[src/hw/dsirx_map.vh]
`ifndef DSIRX_MAP_VH
`define DSIRX_MAP_VH
// ----------------------------------------
// Packet data types
// ----------------------------------------
`define DSIRX_DT_NULL 6'h09
`define DSIRX_DT_EOTP 6'h08
`define DSIRX_DT_ACKERR 6'h02
`define DSIRX_DT_READ 6'h06
`define DSIRX_DT_SMRPS 6'h37
`define DSIRX_DT_WR0 6'h05
`define DSIRX_DT_WR1 6'h15
`define DSIRX_DT_WRL 6'h39
`define DSIRX_DT_RPL_L 6'h1c
`define DSIRX_DT_RPL_1 6'h21
`define DSIRX_DT_RPL_2 6'h22
// ----------------------------------------
// Fixed field values and commands
// ----------------------------------------
`define DSIRX_EOTP_PAY 8'h0f
`define DSIRX_EOTP_ECC 8'h01
`define DSIRX_VC_OWN 2'h0
`define DSIRX_CMD_ERRCNT 8'h05
`define DSIRX_CMD_SIGMODE 8'h0e
`define DSIRX_CNT_MAX 8'hff
`define DSIRX_CRC_INIT 16'hffff
`define DSIRX_CRC_POLY 16'h8408
`define DSIRX_RET_MAX 3'h4
`define DSIRX_HDR_LAST 2'h3
// ----------------------------------------
// Error field bit positions
// ----------------------------------------
`define DSIRX_EB_SBE 8
`define DSIRX_EB_MBE 9
`define DSIRX_EB_CRC 10
`define DSIRX_EB_DT 11
`define DSIRX_EB_VC 12
`define DSIRX_EB_LEN 13
`define DSIRX_EB_RSVD 14
`define DSIRX_EB_PROT 15
// ----------------------------------------
// Header ECC parity masks, P0 to P5
// ----------------------------------------
`define DSIRX_ECC_P0 24'hf12cb7
`define DSIRX_ECC_P1 24'hf2555b
`define DSIRX_ECC_P2 24'h749a6d
`define DSIRX_ECC_P3 24'hb8e38e
`define DSIRX_ECC_P4 24'hdf03f0
`define DSIRX_ECC_P5 24'heffc00
`endif

[src/hw/dsirx_ecc.v]
`timescale 1ns/1ps
`default_nettype none
`include "dsirx_map.vh"
// ----------------------------------------
// Header ECC generate, check and correct
// ----------------------------------------
module dsirx_ecc (
    // Header in
    input wire [23:0] i_data,
    input wire [7:0] i_ecc,
    // Results
    output reg [23:0] o_data,
    output wire [7:0] o_ecc_gen,
    output reg o_sbe,
    output reg o_mbe
);
    // Six parity bits over the 24 header bits
    function [5:0] ecc_of;
        input [23:0] d;
        begin
            ecc_of = {^(d & `DSIRX_ECC_P5), ^(d & `DSIRX_ECC_P4), ^(d & `DSIRX_ECC_P3),
                      ^(d & `DSIRX_ECC_P2), ^(d & `DSIRX_ECC_P1), ^(d & `DSIRX_ECC_P0)};
        end
    endfunction

    wire [5:0] syn; // Nonzero when the header was damaged
    integer k;

    assign o_ecc_gen = {2'h0, ecc_of(i_data)};
    assign syn = o_ecc_gen[5:0] ^ i_ecc[5:0];

    // Find the data bit whose column equals the syndrome
    always @*
    begin
        o_data = i_data;
        o_sbe = 1'b0;
        o_mbe = 1'b0;
        if (syn != 6'h00)
        begin
            for (k = 0; k < 24; k = k + 1)
            begin
                if (ecc_of(24'h000001 << k) == syn)
                begin
                    o_data[k] = ~i_data[k];
                    o_sbe = 1'b1;
                end
            end
            // A single parity bit hit is also a corrected error
            if ((syn & (syn - 6'h01)) == 6'h00)
            begin
                o_sbe = 1'b1;
            end
            o_mbe = ~o_sbe;
        end
    end
endmodule
`default_nettype wire

[src/hw/dsirx_core.v]
// Contract
// - Null long packet payload discarded silently
// - End packet: type 08, 0F 0F, ECC 01
// - Bursts accepted with or without end packet
// - Missing end packet flags error bit 15
// - End packet checking is a static input
// - Never send end packet; replies low power
// - Reply fitting max size goes in one packet
// - Corrected read: data then report bit 8
// - Error report type 02, 16-bit field
// - Bits 0-7: lane level error causes
// - Bits 8-15: packet errors, bit 14 zero
// - Report accumulates errors since last turnaround
// - Short packets with uncorrected header errors are not executed
// - Signal mode D0 set on any error
// - Count ECC and checksum errored packets, read 05h
// - Reading count clears count and D0
// - Reply ack or report, then return bus
// - Reply types 1C long, 21, 22 short
`timescale 1ns/1ps
`default_nettype none
`include "dsirx_map.vh"
module dsirx_core (
    // Clock and reset
    input wire i_sys_clk,
    input wire i_reset,
    // Receive lane, link clock domain
    input wire i_rx_clk,
    input wire [7:0] i_rx_data,
    input wire i_rx_hs,
    input wire i_rx_lpdt,
    input wire i_bta,
    input wire [7:0] i_phy_err,
    // Static configuration
    input wire i_eotp_check,
    // Read data source
    input wire [31:0] i_rd_data,
    input wire [2:0] i_rd_bytes,
    input wire [6:0] i_sig_mode_hi,
    // Executed commands
    output reg o_cmd_valid,
    output reg [5:0] o_cmd_dt,
    output reg [7:0] o_cmd_d0,
    output reg [7:0] o_cmd_d1,
    output reg [7:0] o_rd_cmd,
    // Long write payload
    output reg o_lp_valid,
    output reg [7:0] o_lp_byte,
    output reg o_lp_end,
    output reg o_lp_good,
    // Reverse low-power transmit
    output reg o_tx_valid,
    output reg [7:0] o_tx_byte,
    output reg o_tx_last,
    input wire i_tx_ready,
    output reg o_ack_trigger,
    output reg o_bta_return,
    // Status
    output reg [7:0] o_err_count,
    output reg o_sig_err,
    output reg [15:0] o_err_field
);
    // ----------------------------------------
    // States
    // ----------------------------------------
    localparam [3:0] S_HDR = 4'h1;
    localparam [3:0] S_PAY = 4'h2;
    localparam [3:0] S_CRC = 4'h4;
    localparam [3:0] S_SKIP = 4'h8;
    localparam [3:0] T_IDLE = 4'h1;
    localparam [3:0] T_LOAD = 4'h2;
    localparam [3:0] T_SEND = 4'h4;
    localparam [3:0] T_DONE = 4'h8;

    // Reflected CRC over one byte
    function [15:0] crc_byte;
        input [15:0] c;
        input [7:0] b;
        integer j;
        reg [15:0] r;
        begin
            r = c ^ {8'h00, b};
            for (j = 0; j < 8; j = j + 1)
            begin
                r = r[0] ? ((r >> 1) ^ `DSIRX_CRC_POLY) : (r >> 1);
            end
            crc_byte = r;
        end
    endfunction

    // ----------------------------------------
    // Input synchroniser and filter
    // ----------------------------------------
    wire [19:0] raw = {i_phy_err, i_bta, i_rx_lpdt, i_rx_hs, i_rx_clk, i_rx_data};
    reg [19:0] s1_q, s2_q, s3_q; // Three flops per pin
    reg [19:0] f_q, fp_q; // Filtered level and its last value
    wire [19:0] f_d = (~(s2_q ^ s3_q) & s3_q) | ((s2_q ^ s3_q) & f_q);

    // A change counts once stages two and three agree
    always @(posedge i_sys_clk or posedge i_reset)
    begin
        if (i_reset)
        begin
            s1_q <= 20'h00000;
            s2_q <= 20'h00000;
            s3_q <= 20'h00000;
            f_q <= 20'h00000;
            fp_q <= 20'h00000;
        end
        else
        begin
            s1_q <= raw;
            s2_q <= s1_q;
            s3_q <= s2_q;
            f_q <= f_d;
            fp_q <= f_q;
        end
    end

    wire [7:0] rx_byte = f_q[7:0]; // Stable long before the clock edge is seen
    wire burst = f_q[9] | f_q[10];
    wire burst_prev = fp_q[9] | fp_q[10];
    wire byte_stb = f_q[8] & ~fp_q[8] & burst;
    wire burst_end = burst_prev & ~burst;
    wire bta_rise = f_q[11] & ~fp_q[11];
    wire [7:0] phy_new = f_q[19:12] & ~fp_q[19:12];

    // ----------------------------------------
    // Header decode
    // ----------------------------------------
    reg [3:0] st_q;
    reg [1:0] hcnt_q; // Header byte index
    reg [15:0] bcnt_q, wc_q; // Payload progress and length
    reg [23:0] hdr_q;
    reg [15:0] crc_q;
    reg [7:0] crc_lo_q;
    reg [5:0] dt_q;
    reg hdr_ecc_q, was_hs_q, saw_eotp_q;
    wire [31:0] hdr_nxt = {rx_byte, hdr_q};
    wire [23:0] hfix;
    wire hsbe, hmbe;

    dsirx_ecc u_rx_ecc (
        .i_data(hdr_nxt[23:0]),
        .i_ecc(hdr_nxt[31:24]),
        .o_data(hfix),
        .o_ecc_gen(),
        .o_sbe(hsbe),
        .o_mbe(hmbe)
    );

    wire [5:0] hdt = hfix[5:0];
    wire is_long = (hdt == `DSIRX_DT_NULL) | (hdt == `DSIRX_DT_WRL);
    wire known = is_long | (hdt == `DSIRX_DT_EOTP) | (hdt == `DSIRX_DT_READ) |
                 (hdt == `DSIRX_DT_SMRPS) | (hdt == `DSIRX_DT_WR0) | (hdt == `DSIRX_DT_WR1);
    wire hdr_done = byte_stb & st_q[0] & (hcnt_q == `DSIRX_HDR_LAST);
    wire eotp_bad = (hfix[23:8] != {`DSIRX_EOTP_PAY, `DSIRX_EOTP_PAY});
    reg [15:0] hdr_err; // Errors found in this header
    always @*
    begin
        hdr_err = 16'h0000;
        hdr_err[`DSIRX_EB_SBE] = hsbe;
        hdr_err[`DSIRX_EB_MBE] = hmbe;
        hdr_err[`DSIRX_EB_DT] = ~hmbe & ~known;
        hdr_err[`DSIRX_EB_VC] = ~hmbe & (hfix[7:6] != `DSIRX_VC_OWN);
        hdr_err[`DSIRX_EB_PROT] = ~hmbe & (hdt == `DSIRX_DT_EOTP) & eotp_bad;
    end
    // A corrected error alone still lets a short packet run
    wire hdr_ok = ((hdr_err & ~(16'h0001 << `DSIRX_EB_SBE)) == 16'h0000);
    wire crc_fail = byte_stb & st_q[2] & (bcnt_q[0]) & ({rx_byte, crc_lo_q} != crc_q);
    wire crc_done = byte_stb & st_q[2] & bcnt_q[0];
    wire len_bad = burst_end & ((st_q[0] & (hcnt_q != 2'h0)) | st_q[1] | st_q[2]);
    wire prot_miss = burst_end & was_hs_q & i_eotp_check & ~saw_eotp_q;

    // Error events gathered this cycle
    reg [15:0] err_new;
    always @*
    begin
        err_new = {8'h00, phy_new};
        if (hdr_done)
        begin
            err_new = err_new | hdr_err;
        end
        err_new[`DSIRX_EB_CRC] = crc_fail;
        err_new[`DSIRX_EB_LEN] = len_bad;
        err_new[`DSIRX_EB_PROT] = err_new[`DSIRX_EB_PROT] | prot_miss;
        err_new[`DSIRX_EB_RSVD] = 1'b0;
    end
    wire cnt_inc = (hdr_done & (hsbe | hmbe)) | (crc_fail & ~hdr_ecc_q);

    // ----------------------------------------
    // Receive state machine
    // ----------------------------------------
    reg [15:0] maxsz_q; // Largest reply the host accepts
    reg rd_pend_q, clr_cnt; // clr_cnt pulses when any read reply goes out
    reg [31:0] rd_data_q;
    reg [2:0] rd_n_q;
    wire rd_take = hdr_done & hdr_ok & (hdt == `DSIRX_DT_READ);
    wire rd_clear;

    always @(posedge i_sys_clk or posedge i_reset)
    begin
        if (i_reset)
        begin
            st_q <= S_HDR;
            hcnt_q <= 2'h0;
            bcnt_q <= 16'h0000;
            wc_q <= 16'h0000;
            hdr_q <= 24'h000000;
            crc_q <= `DSIRX_CRC_INIT;
            crc_lo_q <= 8'h00;
            dt_q <= 6'h00;
            hdr_ecc_q <= 1'b0;
            was_hs_q <= 1'b0;
            saw_eotp_q <= 1'b0;
            maxsz_q <= 16'h0000;
            o_cmd_valid <= 1'b0;
            o_cmd_dt <= 6'h00;
            o_cmd_d0 <= 8'h00;
            o_cmd_d1 <= 8'h00;
            o_lp_valid <= 1'b0;
            o_lp_byte <= 8'h00;
            o_lp_end <= 1'b0;
            o_lp_good <= 1'b0;
        end
        else
        begin
            o_cmd_valid <= 1'b0;
            o_lp_valid <= 1'b0;
            o_lp_end <= 1'b0;
            if (burst & ~burst_prev)
            begin
                saw_eotp_q <= 1'b0; // Each burst must end with its own marker
                was_hs_q <= f_q[9];
            end
            // Burst end resets framing, mid packet or not
            if (burst_end)
            begin
                st_q <= S_HDR;
                hcnt_q <= 2'h0;
                if ((st_q[1] | st_q[2]) & (dt_q == `DSIRX_DT_WRL))
                begin
                    o_lp_end <= 1'b1; // Truncated write is dropped
                    o_lp_good <= 1'b0;
                end
            end
            else if (byte_stb)
            begin
                case (st_q)
                    S_HDR:
                    begin
                        hdr_q <= hdr_nxt[31:8]; // Shift in, first byte ends lowest
                        hcnt_q <= hcnt_q + 2'h1;
                        if (hcnt_q == `DSIRX_HDR_LAST)
                        begin
                            dt_q <= hdt;
                            hdr_ecc_q <= hsbe | hmbe;
                            wc_q <= hfix[23:8];
                            bcnt_q <= 16'h0000;
                            crc_q <= `DSIRX_CRC_INIT;
                            saw_eotp_q <= hdr_ok & (hdt == `DSIRX_DT_EOTP);
                            if (hmbe)
                            begin
                                st_q <= S_SKIP; // Length cannot be trusted
                            end
                            else if (is_long)
                            begin
                                st_q <= (hfix[23:8] == 16'h0000) ? S_CRC : S_PAY;
                            end
                            else if (hdr_ok & ((hdt == `DSIRX_DT_WR0) | (hdt == `DSIRX_DT_WR1)))
                            begin
                                o_cmd_valid <= 1'b1;
                                o_cmd_dt <= hdt;
                                o_cmd_d0 <= hfix[15:8];
                                o_cmd_d1 <= hfix[23:16];
                            end
                            else if (hdr_ok & (hdt == `DSIRX_DT_SMRPS))
                            begin
                                maxsz_q <= hfix[23:8];
                            end
                        end
                    end
                    S_PAY:
                    begin
                        crc_q <= crc_byte(crc_q, rx_byte);
                        bcnt_q <= bcnt_q + 16'h0001;
                        // Null payload is dropped here
                        if (dt_q == `DSIRX_DT_WRL)
                        begin
                            o_lp_valid <= 1'b1;
                            o_lp_byte <= rx_byte;
                        end
                        if (bcnt_q == wc_q - 16'h0001)
                        begin
                            st_q <= S_CRC;
                            bcnt_q <= 16'h0000;
                        end
                    end
                    S_CRC:
                    begin
                        crc_lo_q <= rx_byte;
                        bcnt_q <= bcnt_q + 16'h0001;
                        if (bcnt_q[0])
                        begin
                            st_q <= S_HDR;
                            hcnt_q <= 2'h0;
                            if (dt_q == `DSIRX_DT_WRL)
                            begin
                                o_lp_end <= 1'b1;
                                o_lp_good <= ~crc_fail & ~hdr_ecc_q;
                            end
                        end
                    end
                    S_SKIP:
                    begin
                        st_q <= S_SKIP;
                    end
                    default:
                    begin
                        st_q <= S_HDR;
                    end
                endcase
            end
        end
    end

    // ----------------------------------------
    // Error collection, counter, read capture
    // ----------------------------------------
    reg clr_field;
    always @(posedge i_sys_clk or posedge i_reset)
    begin
        if (i_reset)
        begin
            o_err_field <= 16'h0000;
            o_err_count <= 8'h00;
            o_sig_err <= 1'b0;
            rd_pend_q <= 1'b0;
            rd_data_q <= 32'h00000000;
            rd_n_q <= 3'h0;
            o_rd_cmd <= 8'h00;
        end
        else
        begin
            // New errors win over a clear in the same cycle
            o_err_field <= (clr_field ? 16'h0000 : o_err_field) | err_new;
            o_sig_err <= (~rd_clear & o_sig_err) | (err_new != 16'h0000);
            if (rd_clear & ~cnt_inc)
            begin
                o_err_count <= 8'h00;
            end
            else if (rd_clear)
            begin
                o_err_count <= 8'h01;
            end
            else if (cnt_inc & (o_err_count != `DSIRX_CNT_MAX))
            begin
                o_err_count <= o_err_count + 8'h01;
            end
            if (rd_take)
            begin
                rd_pend_q <= 1'b1;
                o_rd_cmd <= hfix[15:8];
                if (hfix[15:8] == `DSIRX_CMD_ERRCNT)
                begin
                    rd_data_q <= {24'h000000, o_err_count};
                    rd_n_q <= 3'h1;
                end
                else if (hfix[15:8] == `DSIRX_CMD_SIGMODE)
                begin
                    rd_data_q <= {24'h000000, i_sig_mode_hi, o_sig_err};
                    rd_n_q <= 3'h1;
                end
                else
                begin
                    rd_data_q <= i_rd_data;
                    rd_n_q <= (i_rd_bytes > `DSIRX_RET_MAX) ? `DSIRX_RET_MAX : i_rd_bytes;
                end
            end
            else if (clr_cnt)
            begin
                rd_pend_q <= 1'b0;
            end
        end
    end
    assign rd_clear = clr_cnt & (o_rd_cmd == `DSIRX_CMD_ERRCNT);

    // ----------------------------------------
    // Reply build
    // ----------------------------------------
    // Reply fits one packet: host limit caps the byte count
    wire [2:0] rn = (maxsz_q == 16'h0000) ? 3'h1 :
                    ((maxsz_q < {13'h0000, rd_n_q}) ? maxsz_q[2:0] : rd_n_q);
    wire [2:0] rn1 = (rn == 3'h0) ? 3'h1 : rn;
    reg [23:0] th; // Header of the packet being built
    reg [15:0] tcrc;
    integer m;
    always @*
    begin
        tcrc = `DSIRX_CRC_INIT;
        for (m = 0; m < 4; m = m + 1)
        begin
            if (m < rn1)
            begin
                tcrc = crc_byte(tcrc, rd_data_q[m*8 +: 8]);
            end
        end
        if (~rd_pend_q)
        begin
            th = {1'b0, o_err_field[14:0] & 15'h3fff, `DSIRX_VC_OWN, `DSIRX_DT_ACKERR};
            th[23] = o_err_field[15];
        end
        else if (rn1 == 3'h1)
        begin
            th = {8'h00, rd_data_q[7:0], `DSIRX_VC_OWN, `DSIRX_DT_RPL_1};
        end
        else if (rn1 == 3'h2)
        begin
            th = {rd_data_q[15:0], `DSIRX_VC_OWN, `DSIRX_DT_RPL_2};
        end
        else
        begin
            th = {13'h0000, rn1, `DSIRX_VC_OWN, `DSIRX_DT_RPL_L};
        end
    end
    wire [7:0] tecc;
    dsirx_ecc u_tx_ecc (
        .i_data(th),
        .i_ecc(8'h00),
        .o_data(),
        .o_ecc_gen(tecc),
        .o_sbe(),
        .o_mbe()
    );

    // ----------------------------------------
    // Turnaround and transmit sequencer
    // ----------------------------------------
    reg [3:0] ts_q;
    reg [7:0] tb_q [0:9]; // Bytes of the packet in flight
    reg [3:0] tn_q, ti_q;
    reg sent_q;
    wire long_rpl = rd_pend_q & (rn1 > 3'h2);
    integer n;

    // Reply first, then report; no end marker is ever queued
    always @(posedge i_sys_clk or posedge i_reset)
    begin
        if (i_reset)
        begin
            ts_q <= T_IDLE;
            tn_q <= 4'h0;
            ti_q <= 4'h0;
            sent_q <= 1'b0;
            clr_cnt <= 1'b0;
            clr_field <= 1'b0;
            o_tx_valid <= 1'b0;
            o_tx_byte <= 8'h00;
            o_tx_last <= 1'b0;
            o_ack_trigger <= 1'b0;
            o_bta_return <= 1'b0;
            for (n = 0; n < 10; n = n + 1)
            begin
                tb_q[n] <= 8'h00;
            end
        end
        else
        begin
            clr_cnt <= 1'b0;
            clr_field <= 1'b0;
            o_ack_trigger <= 1'b0;
            o_bta_return <= 1'b0;
            case (ts_q)
                T_IDLE:
                begin
                    sent_q <= 1'b0;
                    if (bta_rise)
                    begin
                        ts_q <= T_LOAD;
                    end
                end
                T_LOAD:
                begin
                    ti_q <= 4'h0;
                    tb_q[0] <= {2'h0, th[5:0]} | {th[7:6], 6'h00};
                    tb_q[1] <= th[15:8];
                    tb_q[2] <= th[23:16];
                    tb_q[3] <= tecc;
                    for (n = 0; n < 6; n = n + 1)
                    begin
                        tb_q[4 + n] <= (n < rn1) ? rd_data_q[(n % 4)*8 +: 8] :
                                       ((n == rn1) ? tcrc[7:0] : tcrc[15:8]);
                    end
                    tn_q <= long_rpl ? ({1'b0, rn1} + 4'h6) : 4'h4;
                    if (rd_pend_q)
                    begin
                        clr_cnt <= 1'b1;
                        sent_q <= 1'b1;
                        ts_q <= T_SEND;
                    end
                    else if (o_err_field != 16'h0000)
                    begin
                        clr_field <= 1'b1;
                        sent_q <= 1'b1;
                        ts_q <= T_SEND;
                    end
                    else
                    begin
                        o_ack_trigger <= ~sent_q;
                        ts_q <= T_DONE;
                    end
                end
                T_SEND:
                begin
                    if (~o_tx_valid | i_tx_ready)
                    begin
                        if (ti_q < tn_q)
                        begin
                            o_tx_valid <= 1'b1;
                            o_tx_byte <= tb_q[ti_q];
                            o_tx_last <= (ti_q == tn_q - 4'h1);
                            ti_q <= ti_q + 4'h1;
                        end
                        else
                        begin
                            o_tx_valid <= 1'b0;
                            o_tx_last <= 1'b0;
                            ts_q <= T_LOAD;
                        end
                    end
                end
                T_DONE:
                begin
                    o_bta_return <= 1'b1;
                    ts_q <= T_IDLE;
                end
                default:
                begin
                    ts_q <= T_IDLE;
                end
            endcase
        end
    end
endmodule
`default_nettype wire

[config.mk]
export PLATFORM = sky130hd
export DESIGN_NAME = dsirx_core
export DESIGN_NICKNAME = d
export VERILOG_FILES = /design/src/hw/dsirx_ecc.v /design/src/hw/dsirx_core.v
export VERILOG_INCLUDE_DIRS = /design/src /design/src/hw
export SDC_FILE = /design/constraint.sdc
export NUM_CORES = 1
export LEC_CHECK = 0
export ABC_AREA = 1
export BUFFER_PORTS_ARGS = -buffer_cell sky130_fd_sc_hd__buf_2
export CAP_MARGIN = 0
export CELL_PAD_IN_SITES_DETAIL_PLACEMENT = 1
export CELL_PAD_IN_SITES_GLOBAL_PLACEMENT = 1
export CORE_MARGIN = 4
export CORE_UTILIZATION = 35
export CTS_CLUSTER_SIZE = 14
export DETAILED_ROUTE_END_ITERATION = 12
export GPL_ROUTABILITY_DRIVEN = 0
export GPL_TIMING_DRIVEN = 0
export HOLD_SLACK_MARGIN = 0.15
export PLACE_DENSITY_LB_ADDON = 0.25
export SLEW_MARGIN = 20
export SYNTH_ARGS = -nofsm -noshare
export SYNTH_HDL_FRONTEND = slang
export SYNTH_SLANG_ARGS = --single-unit
[constraint.sdc]
create_clock -name i_sys_clk -period 16.7 [get_ports i_sys_clk]
set_input_delay 1.67 -clock i_sys_clk [delete_from_list [all_inputs] [get_ports i_sys_clk]]
set_output_delay 1.67 -clock i_sys_clk [all_outputs]
set_load 0.03 [all_outputs]
==> results.py <==
metrics = {
    "routing": {
        "vias": 19900,
        "drc": 0,
        "viasPerCell": 5.21,
        "first_iter_violations": 1261,
        "drt_wl_total_um": 79500,
        "dr.pass1.iters": 5,
        "ant_nets": 0,
        "post_drt_wl_per_cell_um": 20.8,
    },
    "global_route": {
        "grtUsageMet3_pct": 3.27,
        "grt_usage_pct": 23.7,
        "top_usage_layer": "met2",
        "global_route.usage.met1_pct": 29.6,
        "grt_max_degree": 103,
        "grt_use_met2_pct": 42.1,
        "grt-ovfl-total": 0,
        "antenna_found_initial": 0,
        "grt_pass1_wl_um": 124000,
        "grt_pass1_vias": 21300,
    },
    "finish": {
        "antenna_cells": 0,
        "stdcell_count": 3825,
        "final_cell_mix": "nand2_1 (642), dfrtp_1 (388), inv_1 (337)",
        "drive_gt1_share_pct": 10.4,
        "stdcell_area_um2": 25400,
        "layout.nets": 3033,
        "layout_commonest_cell": "nand2_1",
        "synthToLayoutAreaGrowth_pct": 16.7,
    },
    "worst_setup_path": {
        "arrival_ns": 6.73,
        "path_buf_inv": 11,
        "crit_fanout": 11,
        "critPathTopFamily": "buffers and inverters",
        "critPathCaptureType": "flip-flop",
        "critical_path_required_ns": 17.25,
        "slowest_delay_ns": 0.63,
        "crit_path_top_delay_cell": "clkbuf_1",
        "path_cells": "ha_1 -> or2_0 -> nor2_1 -> nand3_1 -> nand2_1 -> nand3_2 -> clkbuf_1 -> ha_1 -> buf_2 -> clkinv_1 -> clkbuf_1 -> nand2_1 -> inv_1 -> clkbuf_1 -> clkbuf_1 -> clkbuf_1 -> o21ai_0 -> inv_1 -> nand2_1 -> nand2_1 -> inv_1 -> o21ai_0 -> o21ai_0 -> inv_1",
        "worst-setup-path-type": "reg -> reg",
        "start_kind": "flip-flop",
        "cp_common_cell": "clkbuf_1",
    },
    "yosys": {
        "ys_ff_latch": 406,
        "ys_seq_area_share_pct": 46.8,
        "synth_top_area_cell": "dfrtp_1",
        "netlist_instances": 2753,
        "synth_nets": 2836,
        "yosysWarningCount": 0,
        "ys_types": 53,
        "yosysTopAreaCellShare_pct": 44.7,
        "netlist_top_cells_area": "dfrtp_1 (45%), nand2_1 (11%), nand3_1 (5.9%)",
        "synth_area_um2": 21700,
        "syn_area_per_cell_um2": 7.90,
    },
    "cts": {
        "clk_pin_slew_ns": 0.06,
        "post-cts-setup-buffer-count": 0,
        "clk_path_buf_depth": 3,
        "holdBufCountCts": 0,
        "post_cts_resized": 0,
        "root_buffer": "clkbuf_16",
        "cts_num_sinks": 406,
        "cts_tree": "yes",
        "h-tree-depth": 2,
        "clk_latency_ns": 0.62,
        "cts-buffers-inserted": 48,
    },
    "power_and_ir_drop": {
        "p_per_area_nw_per_um2": 193,
        "peakVddDrop_v": 0.000263,
        "p_leak_uw": 0.0124,
    },
    "die": {
        "row_count": 91,
        "die_area_um2": 66200,
        "die-width_um": 257,
        "coreArea_um2": 61600,
        "dieHeight_um": 257,
        "start_util_pct": 35.3,
        "num_io_pins": 145,
    },
    "sta": {
        "finalHoldViolations": 0,
        "finalSetupViolCount": 0,
        "fin_hold_ws_ns": 0.346,
        "max-slew-margin-rel_pct": 30.4,
        "setup_ws_ns": 10.52,
        "period_minus_slack_ns": 6.18,
        "skew_ns": 0.0277,
        "rsz0062_at_grt": "no",
        "slew_violations": 0,
        "period_share_pct": 37.0,
        "max_clock_freq_mhz": 162,
        "worst_pin_slew_ns": 1.03,
    },
    "status": {
        "outcome": "complete, no violations",
    },
    "placed_design": {
        "dpl.hpwl_um": 61400,
        "place_inst": 3737,
        "placed_area_um2": 23600,
        "dp_slack_ns": 10.60,
        "portBuffers": 143,
    },
    "worst_hold_path": {
        "hold_class": "reg -> reg",
    },
    "run": {
        "drv_cap": 0,
    },
}
==> where the power goes <==
| part | internal, uW | total (uW) | switching, uW |
|---|---|---|---|
| clock network | 687 | 1140 | 457 |
| logic | 696 | 2470 | 1770 |
| registers | 1150 | 1290 | 141 |
| total | 2540 | 4910 | 2370 |
==> registers in the layout (all words and copies together), names as in the netlist, 8 cells and up, named ones only <==
signal,flops
bcnt_q,16
crc_lo_q,8
s3_q,20
s1_q,20
o_lp_byte,8
wc_q,16
maxsz_q,16
rd_data_q,32
o_err_count,8
o_cmd_d0,8
hdr_q,24
fp_q,12
o_err_field,15
o_tx_byte,8
s2_q,20
tb_q,74
o_rd_cmd,8
crc_q,16
o_cmd_d1,8
==> metrics by stage <==
stage	util, %	TNS [ns]	power, uW
floorplan	-	0	2990
CTS	41.2	0	4910
detailed placement	38.3	0	3740
finish	41.2	0	4910
global placement	38.1	-315.98	3670
global route	41.2	0	5250
==> final timing paths <==
check / end / start / cells past startpoint / slack [ns]
setup / recovery: tb_q[23] / maxsz_q[2] / 24 / 10.52
hold / removal: s2_q[13] / s1_q[13] / 0 / 0.35
setup reg to reg: tb_q[23] / maxsz_q[2] / 24 / 10.52
hold reg to reg: s2_q[13] / s1_q[13] / 0 / 0.35
max in group asynchronous: crc_q[10] / i_reset / 5 / 13.99
min in group asynchronous: o_cmd_dt[0] / i_reset / 2 / 1.06
==> cells by family after synthesis <==
family	after synthesis	synth area share (%)
flops	406	46.8
fa+ha+maj	37	1.90
mux	2	0.0921
simple gates	1180	23.2
xor+xnor	196	8.04
other cells	1	0.0173
compound gates	480	11.9
buf+inv	451	8.00
==> cell usage after synthesis, drive strengths merged <==
| cell | count |
|---|---|
| nand2 | 645 |
| dfrtp | 388 |
| inv | 351 |
| o21ai | 264 |
| nand3 | 261 |
| nor2 | 172 |
| a21oi | 127 |
| xor2 | 112 |
| xnor2 | 84 |
| clkbuf | 68 |
| nor3 | 42 |
| o22ai | 40 |
| nand4 | 28 |
| buf | 25 |
| maj3 | 20 |
| dfstp | 18 |
| ha | 17 |
| nor4 | 15 |
| a31oi | 13 |
| o211ai | 13 |
| clkinv | 7 |
| nand3b | 7 |
| or2 | 7 |
| a22oi | 5 |
| a221oi | 3 |
| o221ai | 3 |
| o31ai | 3 |
| a211oi | 2 |
| mux2i | 2 |
| nor3b | 2 |
| o2111ai | 2 |
| o41ai | 2 |
| a2111oi | 1 |
| and2 | 1 |
| conb | 1 |
| o21bai | 1 |
| o221a | 1 |
==> per-layer routing <==
metal | up-vias | part of all wire, %
met5 | - | 0
met4 | 0 | 3.7
met3 | 142 | 4.5
met2 | 497 | 50
met1 | 9961 | 42
li1 | 9326 | -
==> cell type report <==
class / count / area (um^2)
Clock inverter: 24 / 387
Fill cell: 7575 / 36200
Inverter: 358 / 1350
Timing Repair Buffer: 147 / 826
Clock buffer: 64 / 1360
Buffer: 93 / 394
Sequential cell: 406 / 10200
Multi-Input combinational cell: 1896 / 9820
Tap cell: 837 / 1050
Power figures use the tool's default switching activity.
